### config.mk
export PLATFORM = sky130hd
export DESIGN_NAME = ext_input_timer_counter
export DESIGN_NICKNAME = d
export VERILOG_FILES = /design/src/design/ext_timer_pkg.sv /design/src/design/ext_input_timer_counter.sv
export SDC_FILE = /design/constraint.sdc
export NUM_CORES = 1
export LEC_CHECK = 0
export ABC_AREA = 1
export BUFFER_PORTS_ARGS = -buffer_cell sky130_fd_sc_hd__buf_2
export CORE_AREA = 2 2 106 108
export CTS_BUF_LIST = sky130_fd_sc_hd__clkbuf_2
export CTS_CLUSTER_DIAMETER = 30
export CTS_CLUSTER_SIZE = 14
export DETAILED_ROUTE_END_ITERATION = 6
export DIE_AREA = 0 0 108 110
export PLACE_DENSITY = 0.69
export SLEW_MARGIN = 15
export SYNTH_ARGS = -nofsm -noshare
export SYNTH_HDL_FRONTEND = slang
export SYNTH_SLANG_ARGS = --single-unit
### constraint.sdc
create_clock -name mclk_in -period 6.75 [get_ports mclk_in]
set_clock_uncertainty 0.15 [all_clocks]
set_input_delay 0 -clock mclk_in [delete_from_list [all_inputs] [get_ports mclk_in]]
set_output_delay 0 -clock mclk_in [all_outputs]
set_load 0.03 [all_outputs]
### src/design/ext_timer_pkg.sv
package ext_timer_pkg;

  // ==========================================================================
  // register map (byte registers on an 8-bit port)
  localparam logic [2:0] ADDR_MODE = 3'h0;
  localparam logic [2:0] ADDR_CTRL = 3'h1;
  localparam logic [2:0] ADDR_STATUS = 3'h2;
  localparam logic [2:0] ADDR_CMPA_LO = 3'h3;
  localparam logic [2:0] ADDR_CMPA_HI = 3'h4;
  localparam logic [2:0] ADDR_CMPB_LO = 3'h5;
  localparam logic [2:0] ADDR_CMPB_HI = 3'h6;

  // ==========================================================================
  // field positions
  localparam int CTRL_RUN_BIT = 0;
  localparam int CTRL_OVE_BIT = 1;
  localparam int ST_CAPA_BIT = 0;
  localparam int ST_CAPB_BIT = 1;
  localparam int ST_OVF_BIT = 2;

  // ==========================================================================
  // operating mode codes
  localparam logic [2:0] MODE_EVENT = 3'h2;
  localparam logic [2:0] MODE_EXT_TRIG = 3'h4;
  localparam logic [2:0] MODE_WINDOW = 3'h5;
  localparam logic [2:0] MODE_PULSE = 3'h6;

  // ==========================================================================
  // source clock prescaler masks: tick when the masked bits are all ones
  localparam logic [9:0] PRESC_MASK_DIV1024 = 10'h3FF;
  localparam logic [9:0] PRESC_MASK_DIV64 = 10'h03F;
  localparam logic [9:0] PRESC_MASK_DIV4 = 10'h003;
  localparam logic [9:0] PRESC_MASK_DIV2 = 10'h001;

  // ==========================================================================
  // reset values and counter maximum
  localparam logic [7:0] MODE_RESET = 8'h00;
  localparam logic [15:0] CMP_RESET = 16'hFFFF;
  localparam logic [15:0] CNT_RESET = 16'h0000;
  localparam logic [15:0] CNT_MAX = 16'hFFFF;

  typedef struct packed {
    logic [2:0] addr;
    logic [7:0] wdata;
    logic wr;
    logic rd;
  } bus_req_t;

  // bit 7 down to bit 0 of the mode register
  typedef struct packed {
    logic capture_edge_mode;
    logic retrigger_stop_enable;
    logic edge_level_select;
    logic [1:0] source_clock_select;
    logic [2:0] operating_mode_field;
  } timer_mode_reg_t;

  typedef enum logic [1:0] {
    PH_WAIT,
    PH_COUNT,
    PH_GAP
  } phase_t;

  typedef struct packed {
    timer_mode_reg_t mode;
    logic run_bit;
    logic overflow_irq_enable;
    logic capture_a_done_flag;
    logic capture_b_done_flag;
    logic overflow_flag;
    logic [7:0] tmp_lo;
    logic [15:0] compare_reg_a;
    logic [15:0] compare_reg_b;
    logic [15:0] cnt;
    phase_t phase;
    logic [9:0] presc;
    logic tick;
    logic sync1;
    logic sync2;
    logic pin_prev;
    logic irq;
    logic [7:0] rdata;
  } timer_state_t;

endpackage

### src/design/ext_input_timer_counter.sv
`timescale 1ns/100ps
`default_nettype none

// Overview of operation
// - mode 100 external trigger, edge select picks edge
// - mode and overflow enable locked while running
// - trigger starts counting; compare A match clears, interrupts
// - retrigger stop: opposite edge stops and clears counter
// - without retrigger stop, edges ignored once counting starts, also after match
// - clearing run stops and zeroes the counter
// - mode 010 counts pin edges, compare A clears
// - mode 101 counts source clock while pin level selected
// - window compare A match interrupts and clears counter
// - mode 110 pulse width, edge select start edge
// - capture mode bit: 0 double, 1 single
// - overflow interrupts only when overflow enable set
// - opposite edge captures into B, flags, interrupts
// - double: next start edge captures A, clears
// - single: opposite edge stops and clears counter
// - pulse width overflow sets overflow flag
// - status read clears all three flags
// - leading opposite edge ignored, no capture
// - counter is 16-bit upward from zero
// - compare low byte buffered, high byte commits
module ext_input_timer_counter (
  input wire logic mclk_in,
  input wire logic arst_n_in,
  input wire ext_timer_pkg::bus_req_t bus_req_in,
  input wire logic timer_input_pin_in,
  output logic [7:0] rdata_out,
  output logic timer_irq_out
);

  ext_timer_pkg::timer_state_t st_r;
  ext_timer_pkg::timer_state_t st_nxt;

  logic pin_rise;
  logic pin_fall;
  logic trig_edge;
  logic opp_edge;
  logic win_open;
  logic [15:0] cnt_inc;
  logic cmp_hit;

  function automatic logic bus_hit(input ext_timer_pkg::bus_req_t req, input logic [2:0] addr, input logic is_wr);
    bus_hit = (is_wr ? req.wr : req.rd) && (req.addr == addr);
  endfunction

  function automatic logic [9:0] presc_mask(input logic [1:0] sel);
    unique case (sel)
      2'h0: presc_mask = ext_timer_pkg::PRESC_MASK_DIV1024;
      2'h1: presc_mask = ext_timer_pkg::PRESC_MASK_DIV64;
      2'h2: presc_mask = ext_timer_pkg::PRESC_MASK_DIV4;
      2'h3: presc_mask = ext_timer_pkg::PRESC_MASK_DIV2;
    endcase
  endfunction

  // ==========================================================================
  // pin edge and level decode, on the synchronised copy only
  assign pin_rise = st_r.sync2 & ~st_r.pin_prev;
  assign pin_fall = ~st_r.sync2 & st_r.pin_prev;
  assign trig_edge = st_r.mode.edge_level_select ? pin_fall : pin_rise;
  assign opp_edge = st_r.mode.edge_level_select ? pin_rise : pin_fall;
  assign win_open = st_r.sync2 ^ st_r.mode.edge_level_select;
  assign cnt_inc = st_r.cnt + 16'h0001;
  assign cmp_hit = (cnt_inc == st_r.compare_reg_a);

  // ==========================================================================
  // next state
  always_comb begin
    st_nxt = st_r;
    st_nxt.sync1 = timer_input_pin_in;
    st_nxt.sync2 = st_r.sync1;
    st_nxt.pin_prev = st_r.sync2;
    st_nxt.presc = st_r.presc + 10'h001;
    st_nxt.tick = (st_r.presc & presc_mask(st_r.mode.source_clock_select)) ==
                  presc_mask(st_r.mode.source_clock_select);
    st_nxt.irq = 1'b0;
    st_nxt.rdata = 8'h00;

    // read side; status flags clear here and any event below sets them again
    if (bus_req_in.rd) begin
      unique case (bus_req_in.addr)
        ext_timer_pkg::ADDR_MODE: st_nxt.rdata = st_r.mode;
        ext_timer_pkg::ADDR_CTRL: begin
          st_nxt.rdata[ext_timer_pkg::CTRL_RUN_BIT] = st_r.run_bit;
          st_nxt.rdata[ext_timer_pkg::CTRL_OVE_BIT] = st_r.overflow_irq_enable;
        end
        ext_timer_pkg::ADDR_STATUS: begin
          st_nxt.rdata[ext_timer_pkg::ST_CAPA_BIT] = st_r.capture_a_done_flag;
          st_nxt.rdata[ext_timer_pkg::ST_CAPB_BIT] = st_r.capture_b_done_flag;
          st_nxt.rdata[ext_timer_pkg::ST_OVF_BIT] = st_r.overflow_flag;
          st_nxt.capture_a_done_flag = 1'b0;
          st_nxt.capture_b_done_flag = 1'b0;
          st_nxt.overflow_flag = 1'b0;
        end
        ext_timer_pkg::ADDR_CMPA_LO: st_nxt.rdata = st_r.compare_reg_a[7:0];
        ext_timer_pkg::ADDR_CMPA_HI: st_nxt.rdata = st_r.compare_reg_a[15:8];
        ext_timer_pkg::ADDR_CMPB_LO: st_nxt.rdata = st_r.compare_reg_b[7:0];
        ext_timer_pkg::ADDR_CMPB_HI: st_nxt.rdata = st_r.compare_reg_b[15:8];
        default: st_nxt.rdata = 8'h00;
      endcase
    end

    // write side
    if (bus_hit(bus_req_in, ext_timer_pkg::ADDR_MODE, 1'b1) && !st_r.run_bit) begin
      st_nxt.mode = bus_req_in.wdata;
    end
    if (bus_hit(bus_req_in, ext_timer_pkg::ADDR_CTRL, 1'b1)) begin
      st_nxt.run_bit = bus_req_in.wdata[ext_timer_pkg::CTRL_RUN_BIT];
      if (!st_r.run_bit) begin
        st_nxt.overflow_irq_enable = bus_req_in.wdata[ext_timer_pkg::CTRL_OVE_BIT];
      end
    end
    // one shared low-byte buffer keeps a 16-bit value from tearing
    if (bus_hit(bus_req_in, ext_timer_pkg::ADDR_CMPA_LO, 1'b1) ||
        bus_hit(bus_req_in, ext_timer_pkg::ADDR_CMPB_LO, 1'b1)) begin
      st_nxt.tmp_lo = bus_req_in.wdata;
    end
    if (bus_hit(bus_req_in, ext_timer_pkg::ADDR_CMPA_HI, 1'b1)) begin
      st_nxt.compare_reg_a = {bus_req_in.wdata, st_r.tmp_lo};
    end
    if (bus_hit(bus_req_in, ext_timer_pkg::ADDR_CMPB_HI, 1'b1)) begin
      st_nxt.compare_reg_b = {bus_req_in.wdata, st_r.tmp_lo};
    end

    // counter; counting starts the cycle after run is set
    if (!st_nxt.run_bit) begin
      st_nxt.cnt = ext_timer_pkg::CNT_RESET;
      st_nxt.phase = ext_timer_pkg::PH_WAIT;
    end else if (st_r.run_bit) begin
      unique case (st_r.mode.operating_mode_field)
        ext_timer_pkg::MODE_EXT_TRIG: begin
          if (st_r.phase == ext_timer_pkg::PH_WAIT) begin
            if (trig_edge) begin
              st_nxt.phase = ext_timer_pkg::PH_COUNT;
            end
          end else if (st_r.mode.retrigger_stop_enable && opp_edge) begin
            st_nxt.cnt = ext_timer_pkg::CNT_RESET;
            st_nxt.phase = ext_timer_pkg::PH_WAIT;
          end else if (st_r.tick) begin
            // further edges have no effect here while counting
            if (cmp_hit) begin
              st_nxt.cnt = ext_timer_pkg::CNT_RESET;
              st_nxt.irq = 1'b1;
            end else begin
              st_nxt.cnt = cnt_inc;
            end
          end
        end
        ext_timer_pkg::MODE_EVENT: begin
          if (trig_edge) begin
            if (cmp_hit) begin
              st_nxt.cnt = ext_timer_pkg::CNT_RESET;
              st_nxt.irq = 1'b1;
            end else begin
              st_nxt.cnt = cnt_inc;
            end
          end
        end
        ext_timer_pkg::MODE_WINDOW: begin
          if (st_r.tick && win_open) begin
            if (cmp_hit) begin
              st_nxt.cnt = ext_timer_pkg::CNT_RESET;
              st_nxt.irq = 1'b1;
            end else begin
              st_nxt.cnt = cnt_inc;
            end
          end
        end
        ext_timer_pkg::MODE_PULSE: begin
          unique case (st_r.phase)
            ext_timer_pkg::PH_WAIT: begin
              // a leading opposite edge falls through untouched
              if (trig_edge) begin
                st_nxt.phase = ext_timer_pkg::PH_COUNT;
              end
            end
            ext_timer_pkg::PH_COUNT, ext_timer_pkg::PH_GAP: begin
              if (st_r.phase == ext_timer_pkg::PH_COUNT && opp_edge) begin
                st_nxt.compare_reg_b = st_r.cnt;
                st_nxt.capture_b_done_flag = 1'b1;
                st_nxt.irq = 1'b1;
                if (st_r.mode.capture_edge_mode) begin
                  st_nxt.cnt = ext_timer_pkg::CNT_RESET;
                  st_nxt.phase = ext_timer_pkg::PH_WAIT;
                end else begin
                  st_nxt.phase = ext_timer_pkg::PH_GAP;
                end
              end else if (st_r.phase == ext_timer_pkg::PH_GAP && trig_edge) begin
                st_nxt.compare_reg_a = st_r.cnt;
                st_nxt.capture_a_done_flag = 1'b1;
                st_nxt.irq = 1'b1;
                st_nxt.cnt = ext_timer_pkg::CNT_RESET;
                st_nxt.phase = ext_timer_pkg::PH_COUNT;
              end else if (st_r.tick) begin
                st_nxt.cnt = cnt_inc;
                if (st_r.cnt == ext_timer_pkg::CNT_MAX) begin
                  st_nxt.overflow_flag = 1'b1;
                  st_nxt.irq = st_r.overflow_irq_enable;
                end
              end
            end
            default: st_nxt.phase = ext_timer_pkg::PH_WAIT;
          endcase
        end
        // free-run and pulse output modes live elsewhere; counter held
        default: st_nxt.cnt = st_r.cnt;
      endcase
    end
  end

  always_ff @(posedge mclk_in or negedge arst_n_in) begin
    if (!arst_n_in) begin
      st_r <= '{mode: ext_timer_pkg::MODE_RESET,
                compare_reg_a: ext_timer_pkg::CMP_RESET,
                compare_reg_b: ext_timer_pkg::CMP_RESET,
                cnt: ext_timer_pkg::CNT_RESET,
                phase: ext_timer_pkg::PH_WAIT,
                default: '0};
    end else begin
      st_r <= st_nxt;
    end
  end

  assign rdata_out = st_r.rdata;
  assign timer_irq_out = st_r.irq;

  logic pulse_mode;
  logic ext_mode;
  assign pulse_mode = st_r.run_bit && st_r.mode.operating_mode_field == ext_timer_pkg::MODE_PULSE;
  assign ext_mode = st_r.run_bit && st_r.mode.operating_mode_field == ext_timer_pkg::MODE_EXT_TRIG;
endmodule

`default_nettype wire

* Word level (Yosys, flattened, before mapping)
Index checks and enable logic that the tools add are counted.
** Word-level totals
- Word-level logic and storage cells :: 145
- RAM bits :: 0
- Latch bits :: 0
- Input bits :: 16
- Register bits :: 94
- Memory bits (read-only) :: 0
- Memories :: 0
- Output and inout bits :: 9
** Cells by class
- Add/subtract/negate cells :: 2
- Multiplexer cells :: 64
- Shift-type cells :: 0
- Magnitude comparators :: 0
- $mul :: 0
- Equality and inequality tests :: 30
- Div/mod/pow operators :: 0
- Bitwise operators :: 7
- Reductions and logical operators :: 20
** Operators by type and width (number)
- 16-bit two-way mux :: 14
- 32-bit two-way mux :: 2
- 16-bit case mux with 4 select lines :: 1
- 50-bit two-way mux :: 1
- 48-bit two-way mux :: 1
- 10-bit case mux with 4 select lines :: 1
- 18-bit two-way mux :: 2
- 5-bit case mux with 5 select lines :: 1
- 1-bit two-way mux :: 23
- 3-bit == test, second input constant :: 6
- 3-bit two-way mux :: 6
- 16-bit by 1-bit adder with 16-bit output, second input constant :: 1
- 16-bit == test :: 1
- 16-bit == test, second input constant :: 1
- 2-bit case mux with 7 select lines :: 1
- 2-bit two-way mux :: 6
- 4-bit inequality test, second input constant :: 3
- 1-bit logical AND :: 11
- 10-bit by 1-bit adder with 10-bit output, second input constant :: 1
- 10-bit bitwise AND :: 1
- 10-bit == test :: 1
- 5-bit inequality test, second input constant :: 2
- 3-bit by 2-bit == test with 1-bit output, second input constant :: 3
- 3-bit inequality test, second input constant :: 3
- 22 further kinds :: 30

* Longest topological paths before layout
- Word-level depth :: 11
- Gate-level depth with buffers :: 17
- Mapped depth without buffers :: 16

* Worst setup path before layout
OpenSTA, ideal clock, no wires.
- Kind :: register -> register
- Start point :: register st_r[25] (netlist bit)
- End point :: register st_r[31] (netlist bit)
- Path buffers :: 1
- Stages on the path, launching flop included :: 16
- Arrival :: 1.927 ns
- Data required time :: 6.483 ns
- Library setup time :: 0.117 ns
- Setup slack :: 4.555 ns
- Period minus slack after synthesis :: 2.195 ns
- Path through :: dfrtp_1 -> ha_1 -> nand3_2 -> nor2_2 -> nand3_1 -> nand2_1 -> nand3_1 -> nand2_1 -> nand2_1 -> nor2_2 -> nand3_4 -> buf_6 -> nand3_1 -> nand2_1 -> nand3_1 -> nand2_1
** Between the ends
- Cells in the longest elaborated chain, start to end :: 9
- Elaborated cells on any way between the ends :: 15
- Classes of those cells :: add/sub (1); eq/ne (1); mux (13)
** Ends and longest elaborated chain
- start, declared :: line ext_input_timer_counter.sv:34 : ext_timer_pkg::timer_state_t st_r;
- start signal, assigned :: line ext_input_timer_counter.sv:215 : st_r <= '{mode: ext_timer_pkg::MODE_RESET,
- start signal, assigned :: line ext_input_timer_counter.sv:222 : st_r <= st_nxt;
- 16-bit by 1-bit adder with 16-bit output (*) :: line ext_input_timer_counter.sv:65 : assign cnt_inc = st_r.cnt + 16'h0001;
- 16-bit == test :: line ext_input_timer_counter.sv:66 : assign cmp_hit = (cnt_inc == st_r.compare_reg_a);
- 16-bit two-way mux :: line ext_input_timer_counter.sv:143, ext_input_timer_counter.sv:153, ext_input_timer_counter.sv:163
- 16-bit two-way mux :: line ext_input_timer_counter.sv:141 : end else if (st_r.tick) begin
- 16-bit two-way mux :: line ext_input_timer_counter.sv:138 : end else if (st_r.mode.retrigger_stop_enable && opp_edge) begin
- 16-bit two-way mux :: line ext_input_timer_counter.sv:134 : if (st_r.phase == ext_timer_pkg::PH_WAIT) begin
- 16-bit case mux with 4 select lines (*) :: line ext_input_timer_counter.sv:132 : unique case (st_r.mode.operating_mode_field)
- 50-bit two-way mux (*) :: line ext_input_timer_counter.sv:131 : end else if (st_r.run_bit) begin
- 18-bit two-way mux (*) :: line ext_input_timer_counter.sv:128 : if (!st_nxt.run_bit) begin
Mark *: on every way between the ends. The rest lies on a longest branch, timed or not. The select of a mux whose other input is x is not followed.
A chain may end at the register's enable or synchronous reset.

* Worst setup path in the final report
- Start point :: register st_r[91] (netlist bit)
- End point :: register st_r[37] (netlist bit)
** Between the ends
- Cells in the longest elaborated chain, start to end :: 8
- Elaborated cells on any way between the ends :: 21
- Classes of those cells :: eq/ne (5); mux (10); bitwise (1); reduce/logical (5)
** Ends and longest elaborated chain
- 1-bit two-way mux :: line ext_input_timer_counter.sv:62 : assign trig_edge = st_r.mode.edge_level_select ? pin_fall : pin_rise;
- 1-bit logical AND :: line ext_input_timer_counter.sv:190 : end else if (st_r.phase == ext_timer_pkg::PH_GAP && trig_edge) begin
- 16-bit two-way mux :: line ext_input_timer_counter.sv:190
- 18-bit two-way mux :: line ext_input_timer_counter.sv:180 : if (st_r.phase == ext_timer_pkg::PH_COUNT && opp_edge) begin
- 48-bit two-way mux :: line ext_input_timer_counter.sv:172 : unique case (st_r.phase)
- 16-bit case mux with 4 select lines :: line ext_input_timer_counter.sv:132
- 50-bit two-way mux :: line ext_input_timer_counter.sv:131
- 18-bit two-way mux :: line ext_input_timer_counter.sv:128
Parallel ways exist; a longest one is shown, timed or not. The select of a mux whose other input is x is not followed.

==> metrics.yaml <==
route:
  drtPass1Iterations: 5
  wire_per_inst_um: 17.6
  vias_per_cell: 5.68
  drtIter0Drc: 488
  ant_nets: 0
  post-route-drc-count: 0
  finalWirelength_um: 17700
  vias: 5693
timing:
  rsz0062_at_grt: "no"
  slew_headroom_pct: 33.6
  final_max_slew_viol_count: 0
  setup_viol_count_final: 0
  hold_viol: 0
  period_minus_slack_ns: 2.84
  fmax_mhz: 352
  tightest_slew_ns: 0.994
  final.period_utilization_pct: 42.1
  final.setup.tns_ns: 0
clocking:
  cts_buffer_depth: 2
  clk-insertion-delay-late_ns: 0.62
  clkTransAtPathRegs_ns: 0.29
  cts_setup_buffers: 0
  cts_buffers: 9
  clock_sinks: 94
  cts_tree: "done"
  cts.root.buffer_cell: "clkbuf_2"
  cts_htree_levels: 3
  post_cts_resized: 0
  ctsHoldBuffers: 25
logic_synthesis:
  yosysWarnings: 0
  synth_seq_cells: 94
  syn_avg_cell_area_um2: 7.02
  synthDistinctLibCells: 42
  yosysSeqAreaShare_pct: 41.1
  synth-async-reset-ratio_pct: 100
  synth_most_common_cell: "nand2_1"
  netlist_instances: 830
  netlist_area_um2: 5830
  syn_nets: 852
  synth_edf_count: 0
  synth_top_area_share_pct: 26.6
  yosysTopAreaCell: "dfrtp_1"
  synthTopCellsByCount: "nand2_1 (262), inv_1 (99), o21ai_0 (86), nand3_1 (83), dfrtp_1 (62)"
  ys.flop_type: "dfrtp_1"
  netlist_top_cells_area: "dfrtp_1 (27%), nand2_1 (17%), dfstp_2 (14%)"
grt:
  grt_pass1_wl_um: 28100
  grt_start_max_net_pins: 48
  antenna_found_initial: 0
  gr-total-overflow: 0
  grt_pass1_vias: 5389
  grt_usage_pct: 31.6
die:
  pin_count: 25
  die_w_um: 108
  initial_core_util_pct: 54.5
  rows: 38
  chipHeight_um: 110
  core_area_um2: 10700
  die_area_um2: 11900
worst_setup_path:
  crit_path_max_fanout: 16
  crit_family: "simple AND/OR/NAND/NOR gates"
  path_cells: "nor2_1, nor2_1, a21oi_1, nand2_1, nand2_1, o21ai_0, nand2_1, a21boi_2, nand2_1, nand2_1"
  path_class: "flop to flop"
  worstPathRequired_ns: 7.18
  worstPathBufferInverterCount: 0
  cp_slowest_stage_delay_ns: 0.71
  crit_slowest_cell: "a21boi_2"
  crit_top_cell: "nand2_1"
  startpoint_type: "flop"
  crit_arrival_ns: 3.27
  endpoint_kind: "flop"
finish:
  fill_cells: 1058
  diodes: 0
  drive_gt1_share_pct: 11.4
  finalNetCount: 880
  final_core_util_pct: 59.4
  areaGrowthSynthToFinish_pct: 9.10
outcome:
  outcome: "finished clean"
placement:
  io_buffers: 24
  gp_congestion: 0.982
  hpwl_um: 12900
hold_path:
  hp-class: "input pin to flop"
power:
  power_density_nw_per_um2: 293
  leakagePower_nw: 3.15
  ir_worst_vdd_mv: 0.236
run:
  maxCapViolations: 0
## tightest hold or removal path, cell delays in order
cell           delay [ns]
dlygate4sd3_1        0.53
buf_2                0.10
inv_1                0.07
o21ai_0              0.17
## layout make-up
class                      instances  area [um2]  share of cell area, %
inverter                         103         387                   6.08
clock inverter                     7        95.1                   1.50
tap                              140         175                   2.76
sequential                        94        2390                   37.6
timing repair buffer              52         409                   6.44
clock buffer                       9        45.0                  0.709
multi-input combinational        598        2850                   44.9
## per-layer routing
layer	vias up	GRT usage [%]	routed length (um)
li1	2736	-	-
met1	2679	40.2	7240
met2	236	52.8	8480
met3	42	6.00	1330
met4	0	14.0	661
met5	-	0	0
## worst paths after layout
check,slack [ns],cells after the start,from,end
min in group asynchronous,0.44,3,arst_n_in,st_r[42]
worst min-delay path,0.1,4,bus_req_in[9],st_r[80]
max in group asynchronous,5.32,4,arst_n_in,st_r[20]
worst max register to register,3.91,10,st_r[91],st_r[37]
worst max-delay path,3.91,10,st_r[91],st_r[37]
worst min register to register,0.26,0,st_nxt[10],st_nxt[9]
## flip-flops by register name (all words and copies together), names as in the netlist
signal         count
st_nxt             2
rdata_out          8
st_r              83
timer_irq_out      1
## per-stage QoR
step | instances | power [mW] | instance area (um2) | hold WS [ns] | worst slack, ns
CTS | 1002 | 1.86 | 6350 | 0.0561 | 3.66
global placement | 961 | 1.48 | 5950 | -0.109 | 3.92
global route | 1003 | 2.00 | 6360 | 0.0670 | 3.64
floorplan | 830 | 1.30 | 5830 | -0.446 | 4.56
detailed placement | 961 | 1.51 | 5950 | -0.0977 | 3.70
finish | 1003 | 1.87 | 6360 | 0.0972 | 3.91
## cells in the final DEF (no fill, tap or decap), types with 6 or more instances in the layout
| cell type | count |
|---|---|
| nand2_1 | 262 |
| inv_1 | 99 |
| o21ai_0 | 86 |
| nand3_1 | 83 |
| dfrtp_1 | 62 |
| nor2_1 | 53 |
| dfstp_2 | 32 |
| a21oi_1 | 24 |
| dlygate4sd3_1 | 24 |
| buf_2 | 23 |
| nand4_1 | 15 |
| clkbuf_2 | 9 |
| nand2_2 | 7 |
| o21ai_1 | 7 |
| xor2_1 | 6 |
| a31oi_1 | 6 |
| ha_1 | 6 |
## cell families (layout without fill, tap and decap cells)
| group | after synthesis | count (layout) | share of synthesized area, % |
|---|---|---|---|
| flip-flops | 94 | 94 | 41.1 |
| XOR/XNOR | 9 | 9 | 1.59 |
| adder cells (fa/ha/maj) | 6 | 6 | 1.29 |
| AO/OA/AOI/OAI | 146 | 146 | 13.9 |
| buffers and inverters | 138 | 171 | 9.96 |
| AND/OR/NAND/NOR | 437 | 437 | 32.2 |
## power by group
group / leakage [nW] / internal [mW] / switching [mW]
Combinational: 1.92 / 0.232 / 0.470
Sequential: 1.15 / 0.700 / 0.125
Clock: 0.0843 / 0.124 / 0.214
Total: 3.15 / 1.06 / 0.809
(Power assumes the default switching activity.)
